`src/hth_defs.svh`:
```
`ifndef HTH_DEFS_SVH
`define HTH_DEFS_SVH
`define HTH_CLK_PERIOD_NS 4
`define HTH_NS_PER_SEC 1000000000
`define HTH_SEC_PER_HOUR 3600
`define HTH_TEST_OFF 5'h00
`define HTH_TEST_MAX_H 5'h18
`define HTH_TEST_CONT 5'h19
`define HTH_TEMP_MIN 12'shfce
`define HTH_TEMP_MAX 12'sh1f4
`define HTH_CUR_MAX 10'h12c
`define HTH_GF_OFF 10'h000
`define HTH_FLASH_SEC_DEF 8'h03
`define HTH_DEF_MSG_LAST 2'h2
`define HTH_DISP_CELL_LAST 5'h1f
`define HTH_DISP_COL_MSB 3
`define HTH_ALM_OPEN 0
`define HTH_ALM_GFAL 1
`define HTH_ALM_TRIP 2
`define HTH_ALM_BITS 3
`endif

```
`src/hth_pkg.sv`:
```
package hth_pkg;
  typedef enum logic [1:0] {HTH_VIEW_DEFAULT, HTH_VIEW_SETPT, HTH_VIEW_MEAS, HTH_VIEW_STATUS} hth_view_t;
  typedef enum logic [1:0] {HTH_FL_NONE, HTH_FL_STORED, HTH_FL_NOT_STORED, HTH_FL_RESET_DENIED} hth_flash_t;
  typedef logic [4:0] hth_tcode_t;
  typedef logic signed [11:0] hth_temp_t;
endpackage

```
`src/hth_tmr_if.sv`:
```
`timescale 1ns/1ps
interface hth_tmr_if;
  import hth_pkg::*;
  logic commit;
  hth_tcode_t code;
  logic force_on;
  modport ctl (output commit, output code, input force_on);
  modport tmr (input commit, input code, output force_on);
endinterface

```
`src/hth_chan.sv`:
```
`timescale 1ns/1ps
`include "hth_defs.svh"
module hth_chan
  import hth_pkg::*;
(
  input wire logic core_clk_i,
  input wire logic rst_b_i,
  input wire hth_temp_t temp_i,
  input wire hth_temp_t setpt_i,
  input wire logic [9:0] cur_i,
  input wire logic [9:0] gf_i,
  input wire logic [9:0] gf_alarm_lvl_i,
  input wire logic [9:0] gf_trip_lvl_i,
  output logic demand_o,
  output logic open_o,
  output logic short_o,
  output logic [9:0] cur_o,
  output logic ovl_o,
  output logic gf_alarm_o,
  output logic gf_trip_o
);
  logic bad;

  // A sensor out of range cannot be trusted, so it never calls for heat.
  assign bad = (temp_i < `HTH_TEMP_MIN) || (temp_i > `HTH_TEMP_MAX);

  always_ff @(posedge core_clk_i or negedge rst_b_i)
  begin
    if (!rst_b_i)
    begin
      open_o <= 1'b0;
      short_o <= 1'b0;
    end
    else
    begin
      short_o <= temp_i < `HTH_TEMP_MIN;
      open_o <= temp_i > `HTH_TEMP_MAX;
    end
  end

  always_ff @(posedge core_clk_i or negedge rst_b_i)
  begin
    if (!rst_b_i)
      demand_o <= 1'b0;
    else if (bad)
      demand_o <= 1'b0;
    else if (temp_i < setpt_i)
      demand_o <= 1'b1;
    else if (temp_i > setpt_i)
      demand_o <= 1'b0;
  end

  always_ff @(posedge core_clk_i or negedge rst_b_i)
  begin
    if (!rst_b_i)
    begin
      cur_o <= '0;
      ovl_o <= 1'b0;
      gf_alarm_o <= 1'b0;
      gf_trip_o <= 1'b0;
    end
    else
    begin
      ovl_o <= cur_i > `HTH_CUR_MAX;
      cur_o <= (cur_i > `HTH_CUR_MAX) ? 10'h0 : cur_i;
      gf_alarm_o <= (gf_alarm_lvl_i != `HTH_GF_OFF) && (gf_i > gf_alarm_lvl_i);
      gf_trip_o <= (gf_trip_lvl_i != `HTH_GF_OFF) && (gf_i > gf_trip_lvl_i);
    end
  end

  AST_CH_OPEN: assert property (@(posedge core_clk_i) disable iff (!rst_b_i)
    temp_i > `HTH_TEMP_MAX |=> open_o && !short_o && !demand_o) else $error("open sensor not reported");
  AST_CH_DEMAND: assert property (@(posedge core_clk_i) disable iff (!rst_b_i)
    !bad && temp_i < setpt_i |=> demand_o) else $error("no heat below setpoint");
endmodule

```
`src/hth_test_timer.sv`:
```
`timescale 1ns/1ps
`include "hth_defs.svh"
module hth_test_timer
  import hth_pkg::*;
#(
  parameter int SEC_PER_HOUR = `HTH_SEC_PER_HOUR
)
(
  input wire logic core_clk_i,
  input wire logic rst_b_i,
  input wire logic sec_tick_i,
  hth_tmr_if.tmr tif
);
  logic [11:0] sec_q;
  logic [4:0] hours_q;
  logic cont_q;
  logic hour_tick;

  assign hour_tick = sec_tick_i && (sec_q == 12'(SEC_PER_HOUR - 1));
  assign tif.force_on = cont_q || (hours_q != 5'h0);

  always_ff @(posedge core_clk_i or negedge rst_b_i)
  begin
    if (!rst_b_i)
      sec_q <= '0;
    else if (tif.commit || hour_tick)
      sec_q <= '0;
    else if (sec_tick_i)
      sec_q <= sec_q + 12'h1;
  end

  always_ff @(posedge core_clk_i or negedge rst_b_i)
  begin
    if (!rst_b_i)
    begin
      hours_q <= '0;
      cont_q <= 1'b0;
    end
    else if (tif.commit)
    begin
      hours_q <= (tif.code <= `HTH_TEST_MAX_H) ? tif.code : 5'h0;
      cont_q <= (tif.code == `HTH_TEST_CONT);
    end
    else if (hour_tick && hours_q != 5'h0)
      hours_q <= hours_q - 5'h1;
  end

  AST_TMR_CANCEL: assert property (@(posedge core_clk_i) disable iff (!rst_b_i)
    tif.commit && tif.code == `HTH_TEST_OFF |=> !tif.force_on) else $error("disable did not cancel test");
  AST_TMR_END: assert property (@(posedge core_clk_i) disable iff (!rst_b_i)
    hour_tick && !tif.commit && !cont_q && hours_q == 5'h1 |=> !tif.force_on) else $error("test outlived its hours");
endmodule

```
`src/hth_top.sv`:
```
`timescale 1ns/1ps
`include "hth_defs.svh"
// How it works
// Storing a test value with the permit switch off is refused and flashes not-stored.
// Test duration is disabled, one to twenty-four hours, or continuous.
// An active heater test energizes the heater; a ground fault trip still removes it.
// A timed test ends by itself once its hours have elapsed.
// The heater lamp is lit whenever any heater output is on.
// Continuous test runs until power loss or disabled is stored; disabled cancels at once.
// A status warning stands while any heater or the alarm is forced by a test.
// A separate alarm test, same durations, forces alarm output and alarm lamp on.
// With no key for the idle period the view returns to default messages.
// Up, down and store do nothing outside the settings view.
// Heat turns on below setpoint and stays on until above setpoint.
// Channel one is controlled by sensor one, channel two by sensor two.
// Readings below minus fifty report short; above five hundred report open.
// An open sensor raises an alarm for its channel.
// Current is reported in tenths of an ampere; above thirty amperes reports overload.
// Ground fault above alarm level alarms; above trip level removes heater power.
// Statistics run continuously until cleared; the start of each interval is recorded.
// The default view cycles three messages; settings, readings or status keys override it.
// Reset clears only alarms whose cause is gone; active ones stay latched.
// The alarm lamp is dark without alarms and flashes when any alarm exists.
// The communication lamp toggles with serial traffic.
// The display is two lines of sixteen characters.
// Key notices flash for a configurable time, three seconds by default.
// Heater drive is demand or test forcing, gated off by a latched trip.
// Test hours come from an exact hour prescaler restarted on each commit.
module hth_top
  import hth_pkg::*;
#(
  parameter int NCH = 2,
  parameter int CYC_PER_SEC = `HTH_NS_PER_SEC / `HTH_CLK_PERIOD_NS,
  parameter int SEC_PER_HOUR = `HTH_SEC_PER_HOUR
)
(
  input wire logic core_clk_i,
  input wire logic rst_b_i,
  input wire logic prog_en_i,
  input wire logic key_setpt_i,
  input wire logic key_meas_i,
  input wire logic key_status_i,
  input wire logic key_msg_i,
  input wire logic key_up_i,
  input wire logic key_down_i,
  input wire logic key_store_i,
  input wire logic key_reset_i,
  input wire logic [1:0] test_item_i,
  input wire logic flash_time_we_i,
  input wire logic [7:0] flash_time_s_i,
  input wire logic [7:0] idle_time_s_i,
  input wire logic [NCH-1:0][11:0] temp_i,
  input wire logic [NCH-1:0][11:0] setpt_i,
  input wire logic [NCH-1:0][9:0] cur_i,
  input wire logic [NCH-1:0][9:0] gf_i,
  input wire logic [9:0] gf_alarm_lvl_i,
  input wire logic [9:0] gf_trip_lvl_i,
  input wire logic comm_evt_i,
  input wire logic self_fail_i,
  input wire logic stats_clear_i,
  output logic [NCH-1:0] heater_o,
  output logic alarm_o,
  output logic power_lamp_o,
  output logic heater_lamp_o,
  output logic comm_lamp_o,
  output logic fail_lamp_o,
  output logic alarm_lamp_o,
  output logic test_warn_o,
  output hth_view_t view_o,
  output logic [1:0] default_msg_o,
  output hth_flash_t flash_o,
  output logic [4:0] edit_val_o,
  output logic [NCH-1:0] sensor_open_flag_o,
  output logic [NCH-1:0] sensor_short_flag_o,
  output logic [NCH-1:0][9:0] cur_tenths_o,
  output logic [NCH-1:0] cur_ovl_o,
  output logic [`HTH_ALM_BITS*NCH-1:0] alarm_latch_o,
  output logic [NCH-1:0][31:0] on_sec_o,
  output logic [31:0] uptime_s_o,
  output logic [31:0] interval_start_o,
  output logic disp_row_o,
  output logic [`HTH_DISP_COL_MSB:0] disp_col_o
);
  logic [31:0] cyc_q;
  logic blink_q;
  logic sec_tick;
  hth_view_t view_q;
  logic [7:0] idle_q;
  logic idle_to;
  logic [7:0] dm_sec_q;
  logic [1:0] dm_q;
  hth_tcode_t edit_q;
  logic store_try;
  logic commit_w;
  hth_flash_t flash_q;
  logic [7:0] flash_left_q;
  logic [7:0] flash_sec_q;
  logic [`HTH_ALM_BITS*NCH-1:0] cond_w;
  logic [`HTH_ALM_BITS*NCH-1:0] lat_q;
  logic deny_w;
  logic [NCH:0] force_w;
  logic [NCH-1:0] demand_w;
  logic [NCH-1:0] heater_d;
  logic [NCH-1:0] heater_q;
  logic heater_lamp_q;
  logic alarm_q;
  logic alarm_lamp_q;
  logic warn_q;
  logic comm_q;
  logic power_q;
  logic fail_q;
  logic [NCH-1:0][31:0] on_sec_q;
  logic [31:0] uptime_q;
  logic [31:0] istart_q;
  logic [4:0] disp_q;

  assign sec_tick = (cyc_q == 32'(CYC_PER_SEC - 1));

  always_ff @(posedge core_clk_i or negedge rst_b_i)
  begin
    if (!rst_b_i)
      cyc_q <= '0;
    else if (sec_tick)
      cyc_q <= '0;
    else
      cyc_q <= cyc_q + 32'h1;
  end

  // The lamp blink runs at one hertz so a flashing alarm is distinct from a steady forced one.
  always_ff @(posedge core_clk_i or negedge rst_b_i)
  begin
    if (!rst_b_i)
      blink_q <= 1'b0;
    else if (sec_tick || cyc_q == 32'(CYC_PER_SEC / 2 - 1))
      blink_q <= !blink_q;
  end

  assign idle_to = (view_q != HTH_VIEW_DEFAULT) && (idle_time_s_i != 8'h0) && (idle_q >= idle_time_s_i);

  always_ff @(posedge core_clk_i or negedge rst_b_i)
  begin
    if (!rst_b_i)
      view_q <= HTH_VIEW_DEFAULT;
    else if (key_setpt_i)
      view_q <= HTH_VIEW_SETPT;
    else if (key_meas_i)
      view_q <= HTH_VIEW_MEAS;
    else if (key_status_i)
      view_q <= HTH_VIEW_STATUS;
    else if (idle_to)
      view_q <= HTH_VIEW_DEFAULT;
  end

  always_ff @(posedge core_clk_i or negedge rst_b_i)
  begin
    if (!rst_b_i)
      idle_q <= '0;
    else if (view_q == HTH_VIEW_DEFAULT || key_setpt_i || key_meas_i || key_status_i || key_msg_i ||
             key_up_i || key_down_i || key_store_i || key_reset_i)
      idle_q <= '0;
    else if (sec_tick && !idle_to)
      idle_q <= idle_q + 8'h1;
  end

  always_ff @(posedge core_clk_i or negedge rst_b_i)
  begin
    if (!rst_b_i)
    begin
      dm_q <= '0;
      dm_sec_q <= '0;
    end
    else if (view_q != HTH_VIEW_DEFAULT)
      dm_sec_q <= '0;
    else if (sec_tick && dm_sec_q + 8'h1 >= flash_sec_q)
    begin
      dm_sec_q <= '0;
      dm_q <= (dm_q == `HTH_DEF_MSG_LAST) ? 2'h0 : dm_q + 2'h1;
    end
    else if (sec_tick)
      dm_sec_q <= dm_sec_q + 8'h1;
  end

  always_ff @(posedge core_clk_i or negedge rst_b_i)
  begin
    if (!rst_b_i)
      edit_q <= `HTH_TEST_OFF;
    else
      unique case (view_q)
        HTH_VIEW_SETPT:
          if (key_up_i && edit_q != `HTH_TEST_CONT)
            edit_q <= edit_q + 5'h1;
          else if (key_down_i && edit_q != `HTH_TEST_OFF)
            edit_q <= edit_q - 5'h1;
        HTH_VIEW_DEFAULT, HTH_VIEW_MEAS, HTH_VIEW_STATUS:
          edit_q <= edit_q;
      endcase
  end

  assign store_try = key_store_i && (view_q == HTH_VIEW_SETPT);
  assign commit_w = store_try && prog_en_i;
  assign deny_w = key_reset_i && |(lat_q & cond_w);

  always_ff @(posedge core_clk_i or negedge rst_b_i)
  begin
    if (!rst_b_i)
      flash_sec_q <= `HTH_FLASH_SEC_DEF;
    else if (flash_time_we_i)
      flash_sec_q <= flash_time_s_i;
  end

  always_ff @(posedge core_clk_i or negedge rst_b_i)
  begin
    if (!rst_b_i)
      flash_q <= HTH_FL_NONE;
    else if (store_try)
      flash_q <= prog_en_i ? HTH_FL_STORED : HTH_FL_NOT_STORED;
    else if (deny_w)
      flash_q <= HTH_FL_RESET_DENIED;
    else if (sec_tick && flash_left_q <= 8'h1)
      flash_q <= HTH_FL_NONE;
  end

  always_ff @(posedge core_clk_i or negedge rst_b_i)
  begin
    if (!rst_b_i)
      flash_left_q <= '0;
    else if (store_try || deny_w)
      flash_left_q <= flash_sec_q;
    else if (sec_tick && flash_left_q != 8'h0)
      flash_left_q <= flash_left_q - 8'h1;
  end

  genvar c;
  generate
    for (c = 0; c <= NCH; c++)
    begin : g_tmr
      hth_tmr_if tif();
      assign tif.commit = commit_w && (test_item_i == 2'(c));
      assign tif.code = edit_q;
      assign force_w[c] = tif.force_on;
      hth_test_timer #(.SEC_PER_HOUR(SEC_PER_HOUR)) u_tmr (
        .core_clk_i(core_clk_i),
        .rst_b_i(rst_b_i),
        .sec_tick_i(sec_tick),
        .tif(tif.tmr)
      );
    end
    for (c = 0; c < NCH; c++)
    begin : g_ch
      hth_chan u_ch (
        .core_clk_i(core_clk_i),
        .rst_b_i(rst_b_i),
        .temp_i(temp_i[c]),
        .setpt_i(setpt_i[c]),
        .cur_i(cur_i[c]),
        .gf_i(gf_i[c]),
        .gf_alarm_lvl_i(gf_alarm_lvl_i),
        .gf_trip_lvl_i(gf_trip_lvl_i),
        .demand_o(demand_w[c]),
        .open_o(cond_w[`HTH_ALM_BITS*c+`HTH_ALM_OPEN]),
        .short_o(sensor_short_flag_o[c]),
        .cur_o(cur_tenths_o[c]),
        .ovl_o(cur_ovl_o[c]),
        .gf_alarm_o(cond_w[`HTH_ALM_BITS*c+`HTH_ALM_GFAL]),
        .gf_trip_o(cond_w[`HTH_ALM_BITS*c+`HTH_ALM_TRIP])
      );
      assign sensor_open_flag_o[c] = cond_w[`HTH_ALM_BITS*c+`HTH_ALM_OPEN];

      assign heater_d[c] = (demand_w[c] || force_w[c]) && !lat_q[`HTH_ALM_BITS*c+`HTH_ALM_TRIP];
    end
  endgenerate

  // A new cause sets its bit in the same cycle that reset tries to clear it.
  always_ff @(posedge core_clk_i or negedge rst_b_i)
  begin
    if (!rst_b_i)
      lat_q <= '0;
    else
      lat_q <= cond_w | (lat_q & ~({`HTH_ALM_BITS*NCH{key_reset_i}} & ~cond_w));
  end

  always_ff @(posedge core_clk_i or negedge rst_b_i)
  begin
    if (!rst_b_i)
    begin
      heater_q <= '0;
      heater_lamp_q <= 1'b0;
    end
    else
    begin
      heater_q <= heater_d;
      heater_lamp_q <= |heater_d;
    end
  end

  always_ff @(posedge core_clk_i or negedge rst_b_i)
  begin
    if (!rst_b_i)
    begin
      alarm_q <= 1'b0;
      alarm_lamp_q <= 1'b0;
      warn_q <= 1'b0;
    end
    else
    begin
      alarm_q <= (|lat_q) || force_w[NCH];
      alarm_lamp_q <= force_w[NCH] || ((|lat_q) && blink_q);
      warn_q <= |force_w;
    end
  end

  always_ff @(posedge core_clk_i or negedge rst_b_i)
  begin
    if (!rst_b_i)
    begin
      comm_q <= 1'b0;
      power_q <= 1'b0;
      fail_q <= 1'b0;
    end
    else
    begin
      comm_q <= comm_q ^ comm_evt_i;
      power_q <= 1'b1;
      fail_q <= self_fail_i;
    end
  end

  always_ff @(posedge core_clk_i or negedge rst_b_i)
  begin
    if (!rst_b_i)
    begin
      uptime_q <= '0;
      istart_q <= '0;
      on_sec_q <= '0;
    end
    else
    begin
      if (sec_tick)
        uptime_q <= uptime_q + 32'h1;
      if (stats_clear_i)
        istart_q <= uptime_q;
      for (int i = 0; i < NCH; i++)
        if (stats_clear_i)
          on_sec_q[i] <= '0;
        else if (sec_tick && heater_q[i])
          on_sec_q[i] <= on_sec_q[i] + 32'h1;
    end
  end

  always_ff @(posedge core_clk_i or negedge rst_b_i)
  begin
    if (!rst_b_i)
      disp_q <= '0;
    else if (disp_q == `HTH_DISP_CELL_LAST)
      disp_q <= '0;
    else
      disp_q <= disp_q + 5'h1;
  end

  assign heater_o = heater_q;
  assign heater_lamp_o = heater_lamp_q;
  assign alarm_o = alarm_q;
  assign alarm_lamp_o = alarm_lamp_q;
  assign test_warn_o = warn_q;
  assign comm_lamp_o = comm_q;
  assign power_lamp_o = power_q;
  assign fail_lamp_o = fail_q;
  assign view_o = view_q;
  assign default_msg_o = dm_q;
  assign flash_o = flash_q;
  assign edit_val_o = edit_q;
  assign alarm_latch_o = lat_q;
  assign on_sec_o = on_sec_q;
  assign uptime_s_o = uptime_q;
  assign interval_start_o = istart_q;
  assign disp_row_o = disp_q[4];
  assign disp_col_o = disp_q[`HTH_DISP_COL_MSB:0];

  AST_PROG_LOCK: assert property (@(posedge core_clk_i) disable iff (!rst_b_i)
    store_try && !prog_en_i |=> flash_q == HTH_FL_NOT_STORED) else $error("locked store not refused");
  AST_TEST_FORCE: assert property (@(posedge core_clk_i) disable iff (!rst_b_i)
    force_w[0] && !lat_q[`HTH_ALM_TRIP] |=> heater_o[0]) else $error("test did not energize heater");
  AST_TRIP_OFF: assert property (@(posedge core_clk_i) disable iff (!rst_b_i)
    lat_q[`HTH_ALM_TRIP] |=> !heater_o[0]) else $error("heater on during trip");
  AST_LAMP: assert property (@(posedge core_clk_i) disable iff (!rst_b_i)
    heater_lamp_o == (|heater_o)) else $error("heater lamp mismatch");
  AST_WARN: assert property (@(posedge core_clk_i) disable iff (!rst_b_i)
    (|force_w) |=> test_warn_o) else $error("no warning while forced");
  AST_ALARM_FORCE: assert property (@(posedge core_clk_i) disable iff (!rst_b_i)
    force_w[NCH] |=> alarm_o && alarm_lamp_o) else $error("alarm test not forcing");
  AST_IDLE: assert property (@(posedge core_clk_i) disable iff (!rst_b_i)
    idle_to && !key_setpt_i && !key_meas_i && !key_status_i |=> view_q == HTH_VIEW_DEFAULT)
    else $error("idle return missed");
  AST_MEAS_RO: assert property (@(posedge core_clk_i) disable iff (!rst_b_i)
    view_q == HTH_VIEW_MEAS |=> $stable(edit_q)) else $error("value changed in readings view");
  AST_RESET_KEEP: assert property (@(posedge core_clk_i) disable iff (!rst_b_i)
    key_reset_i && lat_q[0] && cond_w[0] |=> lat_q[0]) else $error("active alarm cleared");
  AST_RESET_CLR: assert property (@(posedge core_clk_i) disable iff (!rst_b_i)
    key_reset_i && lat_q[0] && !cond_w[0] |=> !lat_q[0]) else $error("stale alarm kept");
  AST_DARK: assert property (@(posedge core_clk_i) disable iff (!rst_b_i)
    !(|lat_q) && !force_w[NCH] |=> !alarm_lamp_o) else $error("alarm lamp lit without alarm");
  AST_COMM: assert property (@(posedge core_clk_i) disable iff (!rst_b_i)
    comm_evt_i |=> comm_lamp_o != $past(comm_lamp_o)) else $error("comm lamp did not toggle");

  COV_CONT: cover property (@(posedge core_clk_i) disable iff (!rst_b_i) commit_w && edit_q == `HTH_TEST_CONT);
  COV_DENY: cover property (@(posedge core_clk_i) disable iff (!rst_b_i) deny_w);
  COV_IDLE: cover property (@(posedge core_clk_i) disable iff (!rst_b_i) idle_to ##1 view_q == HTH_VIEW_DEFAULT);
endmodule

```
`config.mk`:
```
export PLATFORM = sky130hd
export DESIGN_NAME = hth_top
export DESIGN_NICKNAME = d
export VERILOG_FILES = /design/src/hth_pkg.sv /design/src/hth_tmr_if.sv /design/src/hth_chan.sv /design/src/hth_test_timer.sv /design/src/hth_top.sv
export VERILOG_INCLUDE_DIRS = /design/src
export SDC_FILE = /design/constraint.sdc
export NUM_CORES = 1
export LEC_CHECK = 0
export ABC_AREA = 0
export BUFFER_PORTS_ARGS = -buffer_cell sky130_fd_sc_hd__clkbuf_2
export CORE_UTILIZATION = 30
export CTS_CLUSTER_SIZE = 28
export DETAILED_ROUTE_END_ITERATION = 10
export SYNTH_ARGS = -nofsm -noshare
export SYNTH_HDL_FRONTEND = slang
export SYNTH_SLANG_ARGS = --single-unit
export TNS_END_PERCENT = 30
```
`constraint.sdc`:
```
create_clock -name core_clk_i -period 3.1 [get_ports core_clk_i]
set_clock_uncertainty 0.15 [all_clocks]
set_input_delay 0.31 -clock core_clk_i [delete_from_list [all_inputs] [get_ports core_clk_i]]
set_output_delay 0.31 -clock core_clk_i [all_outputs]
set_load 0.1 [all_outputs]
```
==> results of run 1 <==
[power breakdown]
group | leakage, nW | total [mW] | switching (mW) | internal [mW]
clock network | 0.572 | 4.25 | 1.76 | 2.49
logic | 5.24 | 1.98 | 1.34 | 0.646
registers | 4.11 | 4.61 | 0.286 | 4.33
total | 9.91 | 10.8 | 3.38 | 7.46
[cell type report]
class                      count  area share [%]
inverter                      94           1.693
timing repair buffer         422           12.51
clock buffer                  51           4.888
sequential                   310           37.29
tap                          696           4.180
clock inverter                15          0.7627
multi-input combinational   1203           38.67
[cells in the mapped netlist, types with 6 or more instances]
library cell and count:
nand4_1 66, xor2_1 58, o21ai_0 54, inv_1 94, xnor2_1 115, and3_1 38
or3_1 17, buf_2 16, mux2i_1 6, dfrtp_1 308, and2_1 24, nand2_1 124
o21a_1 8, a21o_1 18, clkbuf_1 26, o31ai_1 6, nand3_1 90, a21oi_1 69
buf_4 6, nor3_1 63, nor2b_1 14, nor4_1 24, mux2_2 38, a22oi_1 8
ha_1 102, a211oi_1 6, nor2_1 170, and4_1 13
[critical path: stages (launching register included)]
cell and delay [ps]:
dfrtp_1 430, ha_2 250, nand3_1 130, nor2_1 180, xor2_1 230, ha_1 300, a21o_1 200, a211oi_2 280
o31ai_4 160, and3_1 260, nand3_1 80, o21ai_0 80
[stage by stage]
step / TNS, ps / instance area [µm²] / utilization (%)
2_1_floorplan: 0 / 16380 / -
3_3_place_gp: 0 / 18920 / 35.15
3_5_place_dp: 0 / 18920 / 35.15
4_1_cts: 0 / 20810 / 38.66
5_1_grt: -5.301 / 20840 / 38.72
6_report: 0 / 20840 / 38.72
[worst paths after layout]
check,slack (ps),endpoint,cells after the start,start
max in group asynchronous,1810,g_tmr[1].u_tmr.hours_q[3]$_DFFE_PN0P_,3,rst_b_i
worst min register to register,300,alarm_latch_o[5]$_DFF_PN0_,1,g_ch[1].u_ch.gf_trip_o$_DFF_PN0_
worst min-delay path,40,flash_sec_q[6]$_DFFE_PN0P_,2,flash_time_we_i
worst max-delay path,250,default_msg_o[1]$_DFFE_PN0P_,11,dm_sec_q[0]$_DFFE_PN0P_
worst max register to register,250,default_msg_o[1]$_DFFE_PN0P_,11,dm_sec_q[0]$_DFFE_PN0P_
min in group asynchronous,140,on_sec_o[9]$_DFFE_PN0P_,2,rst_b_i
[registers in the layout (all words and copies together), names as in the netlist, 15 cells and up]
name / count
g_tmr.u_tmr.hours_q: 15
uptime_s_o: 32
g_tmr.u_tmr.sec_q: 36
interval_start_o: 32
g_ch.u_ch.cur_o: 20
cyc_q: 32
on_sec_o: 64
[kinds of logic (layout without fill, tap and decap cells)]
kind of cell	after synthesis	in the layout	synth area share [%]
adders and majority gates	103	103	7.922
other	2	3	0.04590
and+or+nand+nor	678	678	21.07
xor gates and xnor gates	173	173	9.260
AOI/OAI and AO/OA	202	202	7.738
buffers and inverters	144	582	3.563
DFF	310	310	47.42
muxes	44	44	2.982
[metal layers]
layer / vias to the layer above / wire (µm)
li1: 6615 / -
met1: 6556 / 18530
met2: 388 / 19360
met3: 93 / 2555
met4: 0 / 1493
met5: - / 0
[repair_timing]
| action | in CTS | in global routing |
|---|---|---|
| hold endpoints to repair | 138 | 0 |
| gates resized for setup | 0 | 6 |
| setup endpoints to repair | 0 | 9 |
| hold buffers | 71 | 0 |
==> impl_results.md, run 1 <==
* Status: finished clean
* Die Y at 235.5 µm
* Number of synthesized flops with an enable pin at 0
* GR peak layer: met2
* Final Hold Viols at 0
* Synthesized area at 16,360 µm²
* Cell taking the most area after synthesis: dfrtp_1
* IO Pins at 326
* Max Fclk at 0.3512 GHz
* GR Util met3 at 3.424%
* Iteration-0 DRC count of the detailed router at 724
* Power Density at 520.6 nW/µm²
* Largest net degree at the start of global routing at 86
* CP Class: flop to flop
* H-tree depth at 2
* VDD IR max at 0.3637 mV
* Startpoint Class: flop
* Commonest non-fill, non-tap cell in the layout: clkbuf_2
* Tmin final at 2848 ps
* Die ar. at 55,480 µm²
* Die X at 235.5 µm
* Avg WL per Cell at 15.03 µm
* Effective utilization at floorplan at 30.41%
* Leakage at 9.915 nW
* Post-Syn Instances at 1,656
* Drt first pass iters at 5
* Final Power at 10.85 mW
* CP required at 3370 ps
* Fraction of layout cells with a size suffix above 1 at 22.63%
* Clk sinks at 310
* CP Capture Type: flop
* Grt met1 use at 19.30%
* Root Buffer: clkbuf_16
* Yosys reg bits at 310
* CP Max Fanout at 6
* Rows at 85
* Max-slew headroom at 45.98%
* Synth warn at 0
* Initial antenna violation count at 1
* Layout area overhead at 27.33%
* CP Data Arrival Time at 3120 ps
* Asr flop ratio synth at 100.0%
* Register area share after synthesis at 47.42%
* Vias at 13,650
* Mean post-synth cell area at 9.881 µm²
* Vias in the first global route at 13,620
* CTS max path bufs at 3
* Final slew viol count at 0
* Core ar. at 53,810 µm²
* DRC Markers at 0
* Final worst setup slack at 252.3 ps
* Hold WS at 36.66 ps
* Number of max-cap violations at 0
* Reg clk slew, reported paths at 60 ps
* CTS tree: built
* Post-Layout Cell Count at 2,791
* Hold Crit Class: input pin to flop
* Area of the multi-input gates at 8058 µm²
* Worst skew pair latency at 550 ps
* Diode count at 0
* Total track usage at 15.23%
* Cells after DPL at 2,654
* WL final at 41,940 µm
* Number of post-CTS setup repair buffers at 0
* TritonCTS Buffers at 37
* Setup-failing EPs final at 0
* Final GP Congestion at 0.8423
* Worst slew pin tran at 789.9 ps
* Library cells used by synthesis at 65
* Top cells by area, synth: dfrtp_1 (47%), ha_1 (7.8%), xnor2_1 (6.2%), nor2_1 (3.9%), xor2_1 (3.1%)
* Ys flop type: dfrtp_1
* GR Overflow Total at 0
* Most frequent cells in the layout: clkbuf_2 (323), dfrtp_1 (305), nor2_1 (169)
* ANT nets after route at 0
* Pre-CTS setup slack at 88.33 ps
* Global-route wire length before repair at 69,570 µm
* PortBufs at 325
* Fill cell count at 5,300
* Register area at 7769 µm²
* Part of the cycle the worst path needs at 91.86%
* DP HPWL at 30,360 µm
* GRT met2 Usage at 25.02%
* Final #Nets at 2,312
* Routed vias/inst at 4.891
* Top cell type's share of synthesized area at 47.10%
Power figures use the tool's default switching activity.
==> inputs of run 2 (changes only) <==
--- a/config.mk
+++ b/config.mk
@@ -11,7 +11,8 @@
 export CORE_UTILIZATION = 30
 export CTS_CLUSTER_SIZE = 28
 export DETAILED_ROUTE_END_ITERATION = 10
+export MAX_ROUTING_LAYER = met4
 export SYNTH_ARGS = -nofsm -noshare
 export SYNTH_HDL_FRONTEND = slang
 export SYNTH_SLANG_ARGS = --single-unit
-export TNS_END_PERCENT = 30
+export TNS_END_PERCENT = 50
==> run 2 against run 1 <==
Compared with the run above:
- sequential power about the same
- first-iteration DRC count shrank 20%
- non-clock buffer count increased by 3
- clock-buffer cell count grew 1
- wire length is 1.1% higher
- worst hold slack better by 13 ps
- utilization is 0.098 points higher
- fmax is 0.39% higher
- power grew 1.4%
- sequential share of layout area down 0.088 points
- design area increased by 0.25%
- highest routed layer unchanged
==> impl_results.md, run 2 (synthesis results as in run 1) <==
* Status: finished clean
* Rows at 85
* Total track usage at 15.77%
* Net Sw Frac at 30.39%
* H-tree depth at 2
* CTS tree: built
* Root Buffer: clkbuf_16
* Switching pwr at 3.344 mW
* VDD IR max at 0.2895 mV
* CP Capture Type: flop
* RSZ-0062 raised after global routing: no
* Die Y at 235.5 µm
* Commonest non-fill, non-tap cell in the layout: clkbuf_2
* Effective utilization at floorplan at 30.41%
* Die X at 235.5 µm
* Worst R2R Setup Slack at 260 ps
* Pint at 7.658 mW
* Number of post-CTS setup repair buffers at 0
* Max reg flops at 64
* Most frequent cells in the layout: clkbuf_2 (323), dfrtp_1 (304), nor2_1 (169)
* Hold Crit Class: input pin to flop
* Final GP Congestion at 0.8578
* Leakage at 9.949 nW
* Final Hold Viols at 0
* Tmin final at 2837 ps
* Path depth of the worst reg2reg path at 11
* Combinational share of power at 18.1%
* Finished Core Util at 38.81%
* Clk sinks at 310
* Sequential share of power at 41.9%
* Final slew viol count at 0
* ANT nets after route at 0
* Core ar. at 53,810 µm²
* Startpoint Class: flop
* Area after DPL at 18,950 µm²
* TNS Setup at 0 ps
* Reg clk slew, reported paths at 60 ps
* Drt first pass iters at 5
* Final #Nets at 2,315
* CP Max Fanout at 6
* DRC Markers at 0
* Routed vias/inst at 4.898
* CTS max path bufs at 3
* CP Class: flop to flop
* GR Overflow Total at 0
* R2R Path Start: dm_sec_q[1]$_DFFE_PN0P_
* Worst slew pin tran at 733.0 ps
* Largest net degree at the start of global routing at 79
* Die ar. at 55,480 µm²
* Hold WS at 49.34 ps
* Global-route wire length before repair at 70,100 µm
* Max-slew headroom at 51.13%
* Part of the cycle the worst path needs at 91.51%
* CP required at 3400 ps
* Worst r2r dst: dm_sec_q[2]$_DFFE_PN0P_
* Fraction of layout cells with a size suffix above 1 at 22.83%
* Diode count at 0
* Setup-failing EPs final at 0
* Power Density at 526.7 nW/µm²
* Iteration-0 DRC count of the detailed router at 577
* Hold Path Origin: gf_i[11]
* WL final at 42,420 µm
* Vias at 13,690
* Worst skew pair latency at 550 ps
* Final Cell Area at 20,890 µm²
* IO Pins at 326
* PortBufs at 325
* Layout area overhead at 27.65%
* Initial antenna violation count at 0
* Avg WL per Cell at 15.18 µm
* TritonCTS Buffers at 37
* CP Data Arrival Time at 3140 ps
* Vias in the first global route at 13,820
* Worst Hold Path EP: g_ch[1].u_ch.gf_trip_o$_DFF_PN0_
* Clock Power Share at 40.0%
* Hold path depth at 3
* Max Fclk at 0.3525 GHz
* Number of max-cap violations at 0
* Critical path startpoint: dm_sec_q[1]$_DFFE_PN0P_
* DP HPWL at 30,840 µm
==> run 2: through the flow <==
stage,power [mW],instances,setup WS [ps]
floorplan,5.999,1657,42.33
global placement,6.549,2658,194.3
detailed placement,6.597,2658,146.0
CTS,11.20,2794,95.20
global route,11.59,2794,3.687
finish,11.00,2794,263.2
==> run 2: worst max-delay path, cell delays in order, from the launching register on <==
cell and delay, ps:
dfrtp_1 400, ha_2 250, nand3_1 140, nor2_1 160, xor2_1 200, ha_1 290
a21o_1 190, a211oi_1 270, o31ai_2 190, nor2_2 270, nand3b_1 110, a21oi_1 160
==> run 2: how the worst max path moves through the flow <==
stage	endpoint	slack, ps
detailed placement	dm_sec_q[2]$_DFFE_PN0P_	150
global placement	dm_sec_q[2]$_DFFE_PN0P_	190
floorplan	edit_val_o[4]$_DFFE_PN0P_	40
CTS	dm_sec_q[2]$_DFFE_PN0P_	100
global route	dm_sec_q[4]$_DFFE_PN0P_	4
finish	dm_sec_q[2]$_DFFE_PN0P_	260
==> run 2: metal layers <==
layer / wire length (µm) / track usage [%]
met1: 18800 / 19.49
met2: 19890 / 25.35
met3: 2368 / 3.612
met4: 1371 / 5.288
met5: 0 / -
==> run 2: repair_timing <==
| item | 4_1_cts | 5_1_grt |
|---|---|---|
| endpoints found under the hold margin | 110 | 0 |
| endpoints found under the setup margin | 0 | 9 |
| hold buffers | 70 | 0 |
| resized for setup | 0 | 4 |
==> run 2: layout make-up <==
class                   instances  area [µm²]
well taps                     696       870.8
repair buffers                425        2628
inverters                      94       352.8
clock inverters                14       185.2
clock buffers                  52        1042
flip-flops and latches        310        7770
multi-input cells            1203        8039
fillers                      5312       32930
==> run 2: power groups by stage <==
| stage | clock network (mW) | logic (mW) | registers, mW |
|---|---|---|---|
| floorplan | 0 | 0.812 | 5.19 |
| detailed placement | 0 | 1.92 | 4.68 |
| finish | 4.40 | 1.99 | 4.61 |
| CTS | 4.59 | 2.00 | 4.61 |
| global placement | 0 | 1.88 | 4.66 |
| global route | 4.76 | 2.18 | 4.65 |
==> inputs of run 3 (changes only) <==
--- a/config.mk
+++ b/config.mk
@@ -8,10 +8,12 @@
 export LEC_CHECK = 0
 export ABC_AREA = 0
 export BUFFER_PORTS_ARGS = -buffer_cell sky130_fd_sc_hd__clkbuf_2
-export CORE_UTILIZATION = 30
+export CORE_UTILIZATION = 55
 export CTS_CLUSTER_SIZE = 28
 export DETAILED_ROUTE_END_ITERATION = 10
+export GPL_ROUTABILITY_DRIVEN = 0
 export MAX_ROUTING_LAYER = met4
+export PLACE_DENSITY = 0.8
 export SYNTH_ARGS = -nofsm -noshare
 export SYNTH_HDL_FRONTEND = slang
 export SYNTH_SLANG_ARGS = --single-unit
==> run 3 against run 2 <==
Compared with the run above:
- worst setup slack worse by 93 ps
- power down 4.9%
- cell count down 12%
- critical path type unchanged
==> impl_results.md, run 3 (synthesis results as in run 1) <==
* VDD IR max at 0.8285 mV
* DRC Markers at 0
* Max Fclk at 0.3413 GHz
* Most frequent cells in the layout: clkbuf_2 (323), dfrtp_1 (305), nor2_1 (169)
* CP Capture Type: flop
* Area after DPL at 18,530 µm²
* Iteration-0 DRC count of the detailed router at 771
* Final Cell Area at 20,070 µm²
* Drt first pass iters at 5
* Cells after DPL at 2,341
* Leakage at 9.721 nW
* Worst slew pin tran at 813.5 ps
* Core ar. at 29,010 µm²
* Max-slew headroom at 45.35%
* Pint at 7.247 mW
* Root Buffer: clkbuf_16
* PortBufs at 325
* Hold path depth at 2
* Area of the multi-input gates at 8041 µm²
* Rows at 62
* Slowest CP cell: dfrtp_1
* Reg clk slew, reported paths at 60 ps
* Final Power at 10.46 mW
* Clock Power Share at 37.2%
* TNS Setup at 0 ps
* Sequential share of power at 44.1%
* Avg WL per Cell at 16.04 µm
* Status: finished clean
* Worst R2R Setup Slack at 170 ps
* Worst skew pair latency at 510 ps
* Diode count at 0
* CTS tree: built
* IO Pins at 326
* Final slew viol count at 0
* Effective utilization at floorplan at 56.40%
* Crit path cell chain: ha_1, nand3_1, nor2_1, xor2_1, ha_1, a21o_1, a211oi_1, o31ai_2, nor2_4, nand3b_1, a21oi_1
* Commonest non-fill, non-tap cell in the layout: clkbuf_2
* Fraction of layout cells with a size suffix above 1 at 22.65%
* Tmin final at 2930 ps
* Part of the cycle the worst path needs at 94.50%
* Final worst setup slack at 170.3 ps
* Routed vias/inst at 5.610
* Final Hold Viols at 0
* CTS max path bufs at 3
* H-tree depth at 2
* Setup-failing EPs final at 0
* Fill cell count at 2,217
* Switching pwr at 3.217 mW
* Final #Nets at 2,281
* CP required at 3380 ps
* Total track usage at 26.88%
* Global-route wire length before repair at 66,030 µm
* Startpoint Class: flop
* Net Sw Frac at 30.74%
* ANT nets after route at 0
* Critical path startpoint: dm_sec_q[0]$_DFFE_PN0P_
* Worst Hold Path EP: flash_sec_q[1]$_DFFE_PN1P_
* R2R Path Start: dm_sec_q[0]$_DFFE_PN0P_
* Power Density at 521.3 nW/µm²
* DP HPWL at 28,340 µm
* Die X at 174.5 µm
* Initial antenna violation count at 0
* Combinational share of power at 18.7%
* Path depth of the worst reg2reg path at 11
* TritonCTS Buffers at 34
* Pre-CTS setup slack at 21.88 ps
* Die Y at 174.5 µm
* Vias at 13,720
* CP Max Fanout at 6
* Post-Layout Cell Count at 2,446
* Finished Core Util at 69.18%
* Critical Path Max Stage Delay at 430 ps
* Worst r2r dst: dm_sec_q[2]$_DFFE_PN0P_
* Most frequent CP cell: ha_1
* Hold WS at 10.91 ps
* GR Overflow Total at 0
* Clk sinks at 310
* Largest net degree at the start of global routing at 90
* RSZ-0062 raised after global routing: no
* Layout area overhead at 22.66%
* CP Class: flop to flop
* Vias in the first global route at 13,890
* Number of max-cap violations at 0
* Max reg flops at 64
* CP Data Arrival Time at 3210 ps
* Hold Crit Class: input pin to flop
* WL final at 39,230 µm
* Register area at 7769 µm²
* Die ar. at 30,450 µm²
* Hold Path Origin: flash_time_we_i
==> run 3: cell count changes in the layout (fill, tap and decap cells not counted), moves of 3 or more <==
| cell | previous run | this run |
|---|---|---|
| dlygate4sd3_1 | 70 | 44 |
| buf_4 | 26 | 20 |
| bufinv_16 | 4 | 1 |
| clkbuf_16 | 37 | 34 |
==> run 3: layout make-up <==
cell class,count,area share [%]
clock inverters,11,0.5174
clock buffers,50,4.887
inverters,94,1.758
multi-input cells,1203,40.07
well taps,384,2.394
flip-flops and latches,310,38.71
repair buffers,394,11.67
==> run 3: critical path: cells and delay by family (launching register included) <==
| kind | cells | cell delay (ps) |
|---|---|---|
| XOR/XNOR | 1 | 210 |
| AND/OR/NAND/NOR | 4 | 620 |
| AO/OA/AOI/OAI | 4 | 860 |
| adder cells (fa/ha/maj) | 2 | 550 |
| flip-flops | 1 | 430 |
==> run 3: worst max path at each step <==
stage | to | slack (ps) | cells past startpoint
2_1_floorplan | edit_val_o[4]$_DFFE_PN0P_ | 40 | 8
3_3_place_gp | dm_sec_q[2]$_DFFE_PN0P_ | 250 | 11
3_5_place_dp | dm_sec_q[2]$_DFFE_PN0P_ | 20 | 11
4_1_cts | dm_sec_q[2]$_DFFE_PN0P_ | 20 | 11
5_1_grt | dm_sec_q[2]$_DFFE_PN0P_ | 9 | 11
6_report | dm_sec_q[2]$_DFFE_PN0P_ | 170 | 11
==> run 3: power groups by stage <==
stage	logic, mW	registers (mW)	clock network, mW
3_5_place_dp	1.90	4.68	0
6_report	1.95	4.62	3.89
5_1_grt	2.13	4.65	4.13
4_1_cts	1.96	4.61	3.97
2_1_floorplan	0.812	5.19	0
3_3_place_gp	1.84	4.66	0
==> run 3: timing repair <==
| action | 4_1_cts | 5_1_grt |
|---|---|---|
| setup buffers | 0 | 0 |
| hold buffers | 44 | 0 |
| endpoints found under the hold margin | 118 | 0 |
| endpoints found under the setup margin | 0 | 8 |
| resized for setup | 0 | 3 |
==> run 3: metal layers <==
metal  global-route usage, %  vias to the layer above  share of wire [%]
li1                        -                     6557                  -
met1                   33.77                     6643                 43
met2                   45.34                      437                 49
met3                   3.871                       85                5.5
met4                   7.237                        0                2.1
met5                       -                        -                  0
